File: src/design/tmc_pkg.sv
// Package for the sixteen-bit timer with compare channels.
// Assumes one 250 MHz clock and a plain word-indexed register port.
package tmc_pkg;

  localparam int unsigned DATA_W  = 16;
  localparam int unsigned ADDR_W  = 4;
  localparam int unsigned NUM_CH  = 3;
  localparam int unsigned NUM_BUF = 4;
  localparam int unsigned NUM_WO  = 6;
  localparam int unsigned PRESC_W = 10;
  localparam int unsigned SEL_W   = 3;
  localparam int unsigned WGM_W   = 3;

  // Register indices.
  localparam logic [3:0] ADDR_CONTROL_A_REGISTER    = 4'h0;
  localparam logic [3:0] ADDR_CONTROL_B_REGISTER    = 4'h1;
  localparam logic [3:0] ADDR_CONTROL_E_REGISTER    = 4'h2;
  localparam logic [3:0] ADDR_CONTROL_F_REGISTER    = 4'h3;
  localparam logic [3:0] ADDR_INTFLAGS = 4'h4;
  localparam logic [3:0] ADDR_CNT      = 4'h5;
  localparam logic [3:0] ADDR_REG_BASE = 4'h6;
  localparam logic [3:0] ADDR_BUF_BASE = 4'hA;

  // Field positions.
  localparam int unsigned CONTROL_A_REGISTER_EN_BIT     = 0;
  localparam int unsigned CONTROL_A_REGISTER_SEL_LSB    = 1;
  localparam int unsigned CONTROL_B_REGISTER_WGM_LSB    = 0;
  localparam int unsigned CONTROL_B_REGISTER_CMPEN_LSB  = 4;
  localparam int unsigned CONTROL_E_REGISTER_DIR_BIT    = 0;
  localparam int unsigned CONTROL_E_REGISTER_UPDATE_LOCK_BIT_BIT   = 1;

  // Reset and boundary values.
  localparam logic [15:0] WORD_ZERO   = 16'h0000;
  localparam logic [15:0] COUNT_FLOOR = 16'h0000;
  localparam logic [15:0] PER_RESET   = 16'hFFFF;
  localparam logic [15:0] CNT_STEP    = 16'h0001;
  localparam logic [9:0]  PRESC_ZERO  = 10'h000;
  localparam logic [9:0]  PRESC_STEP  = 10'h001;

  typedef logic [15:0] tmc_word_t;

  typedef enum logic [2:0] {
    TMC_WG_NORMAL = 3'h0,
    TMC_WG_FRQ    = 3'h1
  } tmc_waveform_mode_field_e;

  typedef struct packed {
    logic [3:0]  addr;
    logic [15:0] wdata;
    logic        wr;
    logic        rd;
  } tmc_bus_req_s;

  // Mask of low prescaler bits that must all be set for a tick.
  function automatic logic [9:0] presc_mask(input logic [2:0] sel);
    unique case (sel)
      3'h0: presc_mask = 10'h000;
      3'h1: presc_mask = 10'h001;
      3'h2: presc_mask = 10'h003;
      3'h3: presc_mask = 10'h007;
      3'h4: presc_mask = 10'h00F;
      3'h5: presc_mask = 10'h03F;
      3'h6: presc_mask = 10'h0FF;
      3'h7: presc_mask = 10'h3FF;
    endcase
  endfunction : presc_mask

endpackage : tmc_pkg

File: src/design/tmc_bufreg.sv
// One double-buffered value: the live register, its buffer and the valid flag.
// Assumes update already carries the lock and the transfer condition.
`timescale 1ns/10ps
module tmc_bufreg #(
  parameter logic [15:0] RESET_VAL = 16'h0000
) (
  input  wire logic               clock,
  input  wire logic               srst,
  input  wire logic               reg_wr,
  input  wire logic               buf_wr,
  input  wire logic               update,
  input  wire tmc_pkg::tmc_word_t wdata,
  output tmc_pkg::tmc_word_t      value,
  output tmc_pkg::tmc_word_t      buffer,
  output logic                    valid
);
  import tmc_pkg::*;

  always_ff @(posedge clock) begin
    if (srst) begin
      value  <= RESET_VAL;
      buffer <= WORD_ZERO;
      valid  <= 1'b0;
    end else begin
      if (reg_wr) begin
        value <= wdata;
      end else if (update && valid) begin
        value <= buffer;
      end
      if (buf_wr) begin
        buffer <= wdata;
      end
      // A write in the transfer cycle keeps the flag set.
      valid <= buf_wr || (valid && !update);
    end
  end

  AST_BV_SET: assert property (@(posedge clock) disable iff (srst)
    buf_wr |=> valid && buffer == $past(wdata))
    else $error("Buffer write did not set its valid flag.");

  AST_XFER: assert property (@(posedge clock) disable iff (srst)
    update && valid && !reg_wr && !buf_wr |=> !valid && value == $past(buffer))
    else $error("Buffer transfer did not move the value.");

endmodule : tmc_bufreg

File: src/design/tmc_prescale.sv
// Prescaler that turns the peripheral clock into timer tick enables.
// Assumes the run input stays low while the timer is disabled.
`timescale 1ns/10ps
module tmc_prescale (
  input  wire logic       clock,
  input  wire logic       srst,
  input  wire logic       run,
  input  wire logic [2:0] sel,
  output logic            tick
);
  import tmc_pkg::*;

  logic [9:0] pcnt;
  logic [9:0] mask;

  assign mask = presc_mask(sel);
  assign tick = run && ((pcnt & mask) == mask);

  always_ff @(posedge clock) begin
    if (srst || !run) begin
      pcnt <= PRESC_ZERO;
    end else begin
      pcnt <= pcnt + PRESC_STEP;
    end
  end

  AST_DIV_ONE: assert property (@(posedge clock) disable iff (srst)
    run && sel == 3'h0 |-> tick)
    else $error("Division by one does not tick every cycle.");

endmodule : tmc_prescale

File: src/design/tmc_timer.sv
// Sixteen-bit timer core with period, three compare channels and toggle outputs.
// Assumes a register master that keeps strobes one cycle long and never both at once.
// Contract
// - Counter steps per tick in chosen direction
// - Ticks come from prescaled peripheral clock
// - Up count wraps to zero after ceiling
// - Down count reloads period at floor
// - Counter write wins over any counting
// - Direction change applies to later ticks
// - Period and compares have buffered valid flags
// - Buffer write sets flag, transfer clears
// - Compare and buffer both directly writable
// - Unbuffered period write takes effect at once
// - Period loads from buffer only at transfer
// - Compare match sets channel flag next tick
// - Compare buffer copies at transfer condition
// - Pin overridden only with mode and enable
// - Only three outputs outside split operation
// - Frequency mode: compare zero sets period
// - Frequency mode reaches half clock rate
// - Channels one, two give offset toggles
// - Compare change may invert channel output
// - Transfer at floor or ceiling unless locked
// - Floor is counter value zero
// - Counting starts only after enable set
//
// Implementation choices: the plain strobed port and the placing of the registers.
`timescale 1ns/10ps
module tmc_timer (
  input  wire logic                 clock,
  input  wire logic                 srst,
  input  wire tmc_pkg::tmc_bus_req_s bus,
  output tmc_pkg::tmc_word_t        rdata,
  output logic [5:0]                waveform_output,
  output logic [5:0]                waveform_override
);
  import tmc_pkg::*;

  //////////////////////////////////////////////////////////////////////////////
  // Control state.

  logic            control_enable;
  logic [2:0]      clock_prescale_select;
  tmc_waveform_mode_field_e     waveform_mode_field;
  logic [2:0]      compare_output_enable;
  logic            count_down;
  logic            update_lock_bit;
  tmc_word_t       counter_value;
  logic [2:0]      compare_flag;
  logic [2:0]      wave_state;

  //////////////////////////////////////////////////////////////////////////////
  // Address decode.

  logic            wr_control_a_register;
  logic            wr_control_b_register;
  logic            wr_control_e_register;
  logic            wr_flags;
  logic            wr_cnt;
  logic [3:0]      reg_wr;
  logic [3:0]      buf_wr;

  assign wr_control_a_register = bus.wr && bus.addr == ADDR_CONTROL_A_REGISTER;
  assign wr_control_b_register = bus.wr && bus.addr == ADDR_CONTROL_B_REGISTER;
  assign wr_control_e_register = bus.wr && bus.addr == ADDR_CONTROL_E_REGISTER;
  assign wr_flags = bus.wr && bus.addr == ADDR_INTFLAGS;
  assign wr_cnt   = bus.wr && bus.addr == ADDR_CNT;

  genvar k;
  generate
    for (k = 0; k < NUM_BUF; k++) begin : g_dec
      assign reg_wr[k] = bus.wr && bus.addr == ADDR_REG_BASE + 4'(k);
      assign buf_wr[k] = bus.wr && bus.addr == ADDR_BUF_BASE + 4'(k);
    end
  endgenerate

  //////////////////////////////////////////////////////////////////////////////
  // Tick generation.

  logic            tick;
  logic            run_tick;

  tmc_prescale u_prescale (
    .clock (clock),
    .srst  (srst),
    .run   (control_enable),
    .sel   (clock_prescale_select),
    .tick  (tick)
  );

  // Ticks exist only while enabled.
  assign run_tick = control_enable && tick;

  //////////////////////////////////////////////////////////////////////////////
  // Period and compare registers; index zero is the period.

  tmc_word_t       live_val [NUM_BUF];
  tmc_word_t       buf_val  [NUM_BUF];
  logic [3:0]      buf_valid;
  logic            update_go;

  generate
    for (k = 0; k < NUM_BUF; k++) begin : g_buf
      tmc_bufreg #(
        .RESET_VAL (k == 0 ? PER_RESET : WORD_ZERO)
      ) u_bufreg (
        .clock  (clock),
        .srst   (srst),
        .reg_wr (reg_wr[k]),
        .buf_wr (buf_wr[k]),
        .update (update_go),
        .wdata  (bus.wdata),
        .value  (live_val[k]),
        .buffer (buf_val[k]),
        .valid  (buf_valid[k])
      );
    end
  endgenerate

  //////////////////////////////////////////////////////////////////////////////
  // Count sequence.

  logic            frq_mode;
  tmc_word_t       count_top;
  logic            at_top;
  logic            at_floor;
  logic            update_cond;
  tmc_word_t       step_val;
  tmc_word_t       next_counter;

  assign frq_mode  = waveform_mode_field == TMC_WG_FRQ;
  // Compare zero replaces the period in frequency mode.
  assign count_top = frq_mode ? live_val[1] : live_val[0];
  // Live comparison: a counter above a freshly lowered top runs on to wrap.
  assign at_top    = counter_value == count_top;
  assign at_floor  = counter_value == COUNT_FLOOR;

  assign update_cond = run_tick && (count_down ? at_floor : at_top);
  assign update_go   = update_cond && !update_lock_bit;

  assign step_val = count_down ? (at_floor ? count_top : counter_value - CNT_STEP)
                               : (at_top ? COUNT_FLOOR : counter_value + CNT_STEP);

  // A software write beats any step, clear or reload in the same cycle.
  assign next_counter = wr_cnt   ? bus.wdata :
                        run_tick ? step_val  :
                        counter_value;

  //////////////////////////////////////////////////////////////////////////////
  // Compare channels.

  logic [2:0]      match;
  logic [2:0]      match_tick;
  logic [2:0]      next_flag;
  logic [2:0]      next_wave;

  generate
    for (k = 0; k < NUM_CH; k++) begin : g_cmp
      assign match[k] = counter_value == live_val[k + 1];
    end
  endgenerate

  assign match_tick = match & {3{run_tick}};
  // Set wins over a software clear in the same cycle.
  assign next_flag  = (compare_flag & ~(bus.wdata[2:0] & {3{wr_flags}})) | match_tick;
  // In frequency mode each channel toggles on its own match; offsets follow from the compare values,
  // so changing one mid-run can leave that output inverted against output zero.
  assign next_wave  = wave_state ^ (match_tick & {3{frq_mode}});

  //////////////////////////////////////////////////////////////////////////////
  // Control register next values and pin override.

  logic            next_enable;
  logic [2:0]      next_sel;
  tmc_waveform_mode_field_e     next_mode;
  logic [2:0]      next_cmpen;
  logic            next_down;
  logic            next_update_lock_bit;
  logic            next_active;
  logic [5:0]      next_override;

  assign next_enable = wr_control_a_register ? bus.wdata[CONTROL_A_REGISTER_EN_BIT] : control_enable;
  assign next_sel    = wr_control_a_register ? bus.wdata[CONTROL_A_REGISTER_SEL_LSB +: SEL_W] : clock_prescale_select;
  assign next_mode   = wr_control_b_register ? tmc_waveform_mode_field_e'(bus.wdata[CONTROL_B_REGISTER_WGM_LSB +: WGM_W])
                                : waveform_mode_field;
  assign next_cmpen  = wr_control_b_register ? bus.wdata[CONTROL_B_REGISTER_CMPEN_LSB +: NUM_CH]
                                : compare_output_enable;
  assign next_down   = wr_control_e_register ? bus.wdata[CONTROL_E_REGISTER_DIR_BIT] : count_down;
  assign next_update_lock_bit   = wr_control_e_register ? bus.wdata[CONTROL_E_REGISTER_UPDATE_LOCK_BIT_BIT] : update_lock_bit;

  // Override only with a waveform mode chosen and the channel enabled.
  assign next_active   = next_mode != TMC_WG_NORMAL;
  // Upper three outputs belong to split operation, which this core lacks.
  assign next_override = {3'h0, next_cmpen & {3{next_active}}};

  //////////////////////////////////////////////////////////////////////////////
  // Read mux.

  tmc_word_t       read_mux;

  always_comb begin
    read_mux = WORD_ZERO;
    unique case (bus.addr)
      ADDR_CONTROL_A_REGISTER:    read_mux = {12'h000, clock_prescale_select, control_enable};
      ADDR_CONTROL_B_REGISTER:    read_mux = {9'h000, compare_output_enable, 1'b0, waveform_mode_field};
      ADDR_CONTROL_E_REGISTER:    read_mux = {14'h0000, update_lock_bit, count_down};
      ADDR_CONTROL_F_REGISTER:    read_mux = {12'h000, buf_valid};
      ADDR_INTFLAGS: read_mux = {13'h0000, compare_flag};
      ADDR_CNT:      read_mux = counter_value;
      4'h6, 4'h7, 4'h8, 4'h9:
        read_mux = live_val[bus.addr[1:0] - 2'h2];
      4'hA, 4'hB, 4'hC, 4'hD:
        read_mux = buf_val[bus.addr[1:0] - 2'h2];
      default:       read_mux = WORD_ZERO;
    endcase
  end

  //////////////////////////////////////////////////////////////////////////////
  // State registers.

  always_ff @(posedge clock) begin
    if (srst) begin
      control_enable        <= 1'b0;
      clock_prescale_select <= 3'h0;
      waveform_mode_field   <= TMC_WG_NORMAL;
      compare_output_enable <= 3'h0;
      count_down            <= 1'b0;
      update_lock_bit       <= 1'b0;
    end else begin
      control_enable        <= next_enable;
      clock_prescale_select <= next_sel;
      waveform_mode_field   <= next_mode;
      compare_output_enable <= next_cmpen;
      count_down            <= next_down;
      update_lock_bit       <= next_update_lock_bit;
    end
  end

  always_ff @(posedge clock) begin
    if (srst) begin
      counter_value <= WORD_ZERO;
      compare_flag  <= 3'h0;
      wave_state    <= 3'h0;
    end else begin
      counter_value <= next_counter;
      compare_flag  <= next_flag;
      wave_state    <= next_wave;
    end
  end

  always_ff @(posedge clock) begin
    if (srst) begin
      waveform_override <= 6'h00;
      rdata             <= WORD_ZERO;
    end else begin
      waveform_override <= next_override;
      rdata             <= bus.rd ? read_mux : WORD_ZERO;
    end
  end

  // Pin value follows the toggle state directly; override decides whether it shows.
  assign waveform_output = {3'h0, wave_state};

  //////////////////////////////////////////////////////////////////////////////
  // Checks.

  AST_HOLD_DISABLED: assert property (@(posedge clock) disable iff (srst)
    !control_enable && !wr_cnt |=> counter_value == $past(counter_value))
    else $error("Counter moved while disabled.");

  AST_CNT_WRITE: assert property (@(posedge clock) disable iff (srst)
    wr_cnt |=> counter_value == $past(bus.wdata))
    else $error("Counter write lost to counting.");

  AST_UP_STEP: assert property (@(posedge clock) disable iff (srst)
    run_tick && !count_down && !at_top && !wr_cnt
    |=> counter_value == $past(counter_value) + CNT_STEP)
    else $error("Up count did not step by one.");

  AST_DOWN_STEP: assert property (@(posedge clock) disable iff (srst)
    run_tick && count_down && !at_floor && !wr_cnt
    |=> counter_value == $past(counter_value) - CNT_STEP)
    else $error("Down count did not step by one.");

  AST_WRAP: assert property (@(posedge clock) disable iff (srst)
    run_tick && !count_down && at_top && !wr_cnt |=> counter_value == COUNT_FLOOR)
    else $error("Counter did not wrap to zero at top.");

  AST_RELOAD: assert property (@(posedge clock) disable iff (srst)
    run_tick && count_down && at_floor && !wr_cnt |=> counter_value == $past(count_top))
    else $error("Counter did not reload at floor.");

  AST_LOCK: assert property (@(posedge clock) disable iff (srst)
    update_lock_bit && update_cond && buf_valid[0] |=> buf_valid[0])
    else $error("Locked update cleared a buffer flag.");

  AST_FLAG_SET: assert property (@(posedge clock) disable iff (srst)
    run_tick && match[0] |=> compare_flag[0])
    else $error("Compare match did not set its flag.");

  AST_FLAG_STICKY: assert property (@(posedge clock) disable iff (srst)
    compare_flag[1] && !wr_flags |=> compare_flag[1])
    else $error("Compare flag dropped without a clear.");

  AST_FRQ_TOGGLE: assert property (@(posedge clock) disable iff (srst)
    frq_mode && run_tick && match[2] |=> wave_state[2] != $past(wave_state[2]))
    else $error("Frequency output did not toggle on match.");

  AST_HALF_RATE: assert property (@(posedge clock) disable iff (srst)
    frq_mode && control_enable && clock_prescale_select == 3'h0 && live_val[1] == WORD_ZERO
    && counter_value == WORD_ZERO && !bus.wr
    |=> wave_state[0] != $past(wave_state[0]))
    else $error("Frequency output not at half clock rate.");

  AST_NO_OVERRIDE: assert property (@(posedge clock) disable iff (srst)
    waveform_mode_field == TMC_WG_NORMAL && !wr_control_b_register |=> waveform_override == 6'h00)
    else $error("Pin overridden without a waveform mode.");

  AST_UPPER_LOW: assert property (@(posedge clock) disable iff (srst)
    waveform_override[5:3] == 3'h0 && waveform_output[5:3] == 3'h0)
    else $error("Upper waveform outputs active.");

  AST_FLAG_CLEAR: assert property (@(posedge clock) disable iff (srst)
    wr_flags && bus.wdata[0] && !match_tick[0] |=> !compare_flag[0])
    else $error("Compare flag write of one did not clear it.");

  AST_FLAG_QUIET: assert property (@(posedge clock) disable iff (srst)
    !run_tick && !wr_flags |=> compare_flag == $past(compare_flag))
    else $error("Compare flag changed without a tick.");

  AST_OVR_ON: assert property (@(posedge clock) disable iff (srst)
    wr_control_b_register && bus.wdata[CONTROL_B_REGISTER_WGM_LSB +: WGM_W] != 3'h0
    |=> waveform_override[2:0] == $past(bus.wdata[CONTROL_B_REGISTER_CMPEN_LSB +: NUM_CH]))
    else $error("Enabled channel did not override its pin.");

  AST_NO_TOGGLE: assert property (@(posedge clock) disable iff (srst)
    !frq_mode |=> wave_state == $past(wave_state))
    else $error("Waveform toggled outside frequency mode.");

  AST_CMP_XFER: assert property (@(posedge clock) disable iff (srst)
    update_go && buf_valid[1] && !reg_wr[1] |=> live_val[1] == $past(buf_val[1]))
    else $error("Compare buffer not moved at the transfer condition.");

  AST_PER_STILL: assert property (@(posedge clock) disable iff (srst)
    !update_go && !reg_wr[0] |=> live_val[0] == $past(live_val[0]))
    else $error("Period moved outside the transfer condition.");

endmodule : tmc_timer

File: config.mk
export PLATFORM = sky130hd
export DESIGN_NAME = tmc_timer
export DESIGN_NICKNAME = d
export VERILOG_FILES = /design/src/design/tmc_pkg.sv /design/src/design/tmc_bufreg.sv /design/src/design/tmc_prescale.sv /design/src/design/tmc_timer.sv
export SDC_FILE = /design/constraint.sdc
export NUM_CORES = 1
export LEC_CHECK = 0
export ABC_AREA = 1
export BUFFER_PORTS_ARGS = -buffer_cell sky130_fd_sc_hd__buf_2
export CAP_MARGIN = 10
export CORE_MARGIN = 1.5
export CORE_UTILIZATION = 45
export DETAILED_ROUTE_END_ITERATION = 10
export GPL_ROUTABILITY_DRIVEN = 1
export PLACE_DENSITY_LB_ADDON = 0.08
export SLEW_MARGIN = 20
export SYNTH_ARGS = -nofsm -noshare
export SYNTH_HDL_FRONTEND = slang
export SYNTH_HIERARCHICAL = 1
export SYNTH_SLANG_ARGS = --single-unit
File: constraint.sdc
create_clock -name clock -period 9.8 [get_ports clock]
set_clock_uncertainty 0.2 [all_clocks]
set_input_delay 1.96 -clock clock [delete_from_list [all_inputs] [get_ports clock]]
set_output_delay 1.96 -clock clock [all_outputs]
set_load 0.05 [all_outputs]
==> flow_metrics.py <==
metrics = {
    "status": {
        "status": "finished, violations left",
        "violations": "DRC",
    },
    "drt": {
        "postRouteAntennaNets": 0,
        "drc_errors": 3,
        "initialDrtViolationCount": 1428,
        "wire_per_inst_um": 21.1,
        "wl_um": 47400,
        "vias_per_cell": 5.59,
        "vias": 12570,
        "dr.pass1.iters": 9,
    },
    "floorplan": {
        "io_pins": 52,
        "die_y_um": 167,
        "initial_core_util_pct": 46.1,
        "dieArea_um2": 27800,
        "die_x_um": 167,
        "rows": 59,
        "coreArea_um2": 26200,
    },
    "worst_setup_path": {
        "cp_cell_sequence": "buf_2 > inv_1 > nor2_4 > inv_2 > nor2_1 > nand2_1 > nand2_1 > clkinv_1 > a21oi_1 > nand2_1 > inv_1",
        "crit_path_max_fanout": 28,
        "cp_data_required_time_ns": 10.00,
        "cp.buffers_inverters": 5,
        "cp_data_arrival_time_ns": 4.96,
        "slowest_delay_ns": 0.61,
        "worst-setup-path-type": "in2reg",
        "start_kind": "input pin",
        "slowest_stage": "nand2_1",
        "path_common_cell": "nand2_1",
        "crit_family": "simple AND/OR/NAND/NOR gates",
        "crit_path_end_kind": "register",
    },
    "placement": {
        "post-dp-hpwl_um": 34000,
        "portBuffers": 45,
        "gp_congestion": 1.00,
    },
    "cts": {
        "h-tree-depth": 4,
        "insertion_delay_ns": 0.45,
        "clk_pin_slew_ns": 0.08,
        "clockBufferDepth": 2,
        "clock-sinks": 195,
        "cts_root_buffer": "clkbuf_16",
        "hold_buffers": 0,
        "postCtsSetupRepairBufs": 0,
        "cts_tree": "done",
        "cts_inserted_buffers": 17,
        "cts_resized": 0,
    },
    "timing": {
        "fin_crit_sh_pct": 48.6,
        "hold_viol": 0,
        "tns_ns": 0,
        "fin_crit_ns": 4.76,
        "rsz0062_at_grt": "false",
        "tightest_slew_ns": 1.07,
        "finalSetupViolations": 0,
        "max_freq_ghz": 0.210,
        "relSlewSlack_pct": 28.7,
        "slew_violations": 0,
    },
    "global_routing": {
        "grt_max_degree": 34,
        "grt.total_usage_pct": 34.0,
        "grt_pass1_vias": 11482,
        "grt_pass1_wl_um": 71200,
        "antenna_found_initial": 0,
        "gr-total-overflow": 0,
    },
    "synth": {
        "synth_ff_type": "dfxtp_1",
        "synth_cell_types": 49,
        "synth-edff-count": 0,
        "syn_inst": 1914,
        "yosys_warnings": 6,
        "synth-seq-area-share_pct": 32.3,
        "synth.avg_cell_area_um2": 6.31,
        "synth_seq_cells": 195,
        "netlist_area_um2": 12100,
        "async_flop_share_pct": 0,
    },
    "finish": {
        "syn_to_final_growth_pct": 6.17,
        "final_core_util_pct": 48.9,
        "nets": 1927,
        "num_antenna_cells": 0,
        "fill_cells": 2845,
        "drive_above_1_share_pct": 8.00,
    },
    "power": {
        "p_leak_nw": 6.35,
        "p_per_area_nw_per_um2": 138,
        "peakVddDrop_v": 0.000128,
    },
    "flow_run": {
        "cap_violations": 0,
    },
    "hold_path": {
        "hp-class": "reg2reg",
    },
}
flip-flops by register name (all words and copies together), names as in the netlist, 4 cells and up:
name	count
g_buf.u_bufreg/buffer	64
g_buf.u_bufreg/value	64
counter_value	16
rdata	16
u_prescale/pcnt	10
g_buf.u_bufreg/valid	4
routing by layer:
metal / global-route usage, % / up-vias / wire, µm
met2: 51.1 / 622 / 20000
li1: - / 6096 / -
met4: 13.6 / 0 / 1810
met3: 4.33 / 106 / 3940
met5: 0 / - / 0
met1: 49.1 / 5746 / 21600
synthesized netlist by cell type, types with 10 or more instances:
cell / number / area [µm²]
xor2_1: 32 / 280
nand3_1: 178 / 891
a21oi_1: 51 / 255
a22o_1: 10 / 87.6
dfxtp_1: 195 / 3900
o21ai_0: 129 / 646
nor2_1: 310 / 1160
o22ai_1: 14 / 87.6
clkbuf_1: 25 / 93.8
buf_2: 34 / 170
nand2_1: 496 / 1860
buf_4: 14 / 105
xnor2_1: 10 / 87.6
nor3_1: 18 / 90.1
nand2_2: 17 / 106
a22oi_1: 35 / 263
buf_6: 24 / 270
inv_1: 199 / 747
nand4_1: 16 / 100
cell usage in the layout (no fill, tap or decap), types with 5 or more instances in the layout:
cell type  instances
nor2_1           309
clkinv_8           6
a22o_1            10
inv_2              9
nand2_2           17
nand2_1          496
nor3_1            16
clkbuf_16         17
a21boi_0           5
buf_2             45
o211ai_1           7
a221oi_1           5
nand4_1           16
nand3_1          178
o2111ai_1          6
dfxtp_1          195
xor2_1            32
o221ai_1           9
xnor2_1           10
inv_1            199
conb_1             6
o21ai_0          129
buf_4             22
nand3_2            7
o22ai_1           14
a22oi_1           35
a21oi_1           51
clkinv_1           6
metrics by stage:
step	setup WS [ns]	cells	area (µm²)	power, W	hold WS (ns)
4_1_cts	5.14	2247	12800	0.00177	0.278
2_1_floorplan	6.02	1919	12100	0.000960	0.227
3_3_place_gp	4.74	2215	12200	0.00103	0.253
3_5_place_dp	4.68	2215	12200	0.00103	0.259
5_1_grt	4.84	2247	12800	0.00182	0.310
6_report	5.04	2247	12800	0.00177	0.270
final cells by class:
| cell class | instances | area [µm²] | share of cell area [%] |
|---|---|---|---|
| Clock buffer | 19 | 443 | 3.46 |
| Timing Repair Buffer | 67 | 390 | 3.05 |
| Inverter | 215 | 815 | 6.35 |
| Multi-Input combinational cell | 1403 | 6660 | 52.0 |
| Tap cell | 335 | 419 | 3.27 |
| Clock inverter | 13 | 185 | 1.44 |
| Sequential cell | 195 | 3900 | 30.5 |
path summary, 6_finish.rpt:
| path | start | end | slack, ns | depth (start not counted) |
|---|---|---|---|---|
| max reg2reg | waveform_mode_field[2] | g_buf[0].u_bufreg/value[9] | 5.96 | 18 |
| min reg2reg | u_prescale/pcnt[0] | u_prescale/pcnt[0] | 0.27 | 1 |
| max | bus[18] | counter_value[15] | 5.04 | 11 |
| min | u_prescale/pcnt[0] | u_prescale/pcnt[0] | 0.27 | 1 |
report_power, final:
group          internal (W)  switching [W]  total (W)
Combinational     0.0000476       0.000143   0.000191
Clock              0.000377       0.000374   0.000751
Sequential         0.000807      0.0000176   0.000824
Total               0.00123       0.000534    0.00177
cell families after synthesis:
group           after synthesis  share of synthesized area [%]
flops                       195                           32.3
compound gates              291                           14.7
buf+inv                     321                           12.7
simple gates               1060                           36.7
xor+xnor                     42                           3.05
other cells                   1                         0.0311
fa+ha+maj                     4                          0.415
(Power assumes the default switching activity.)
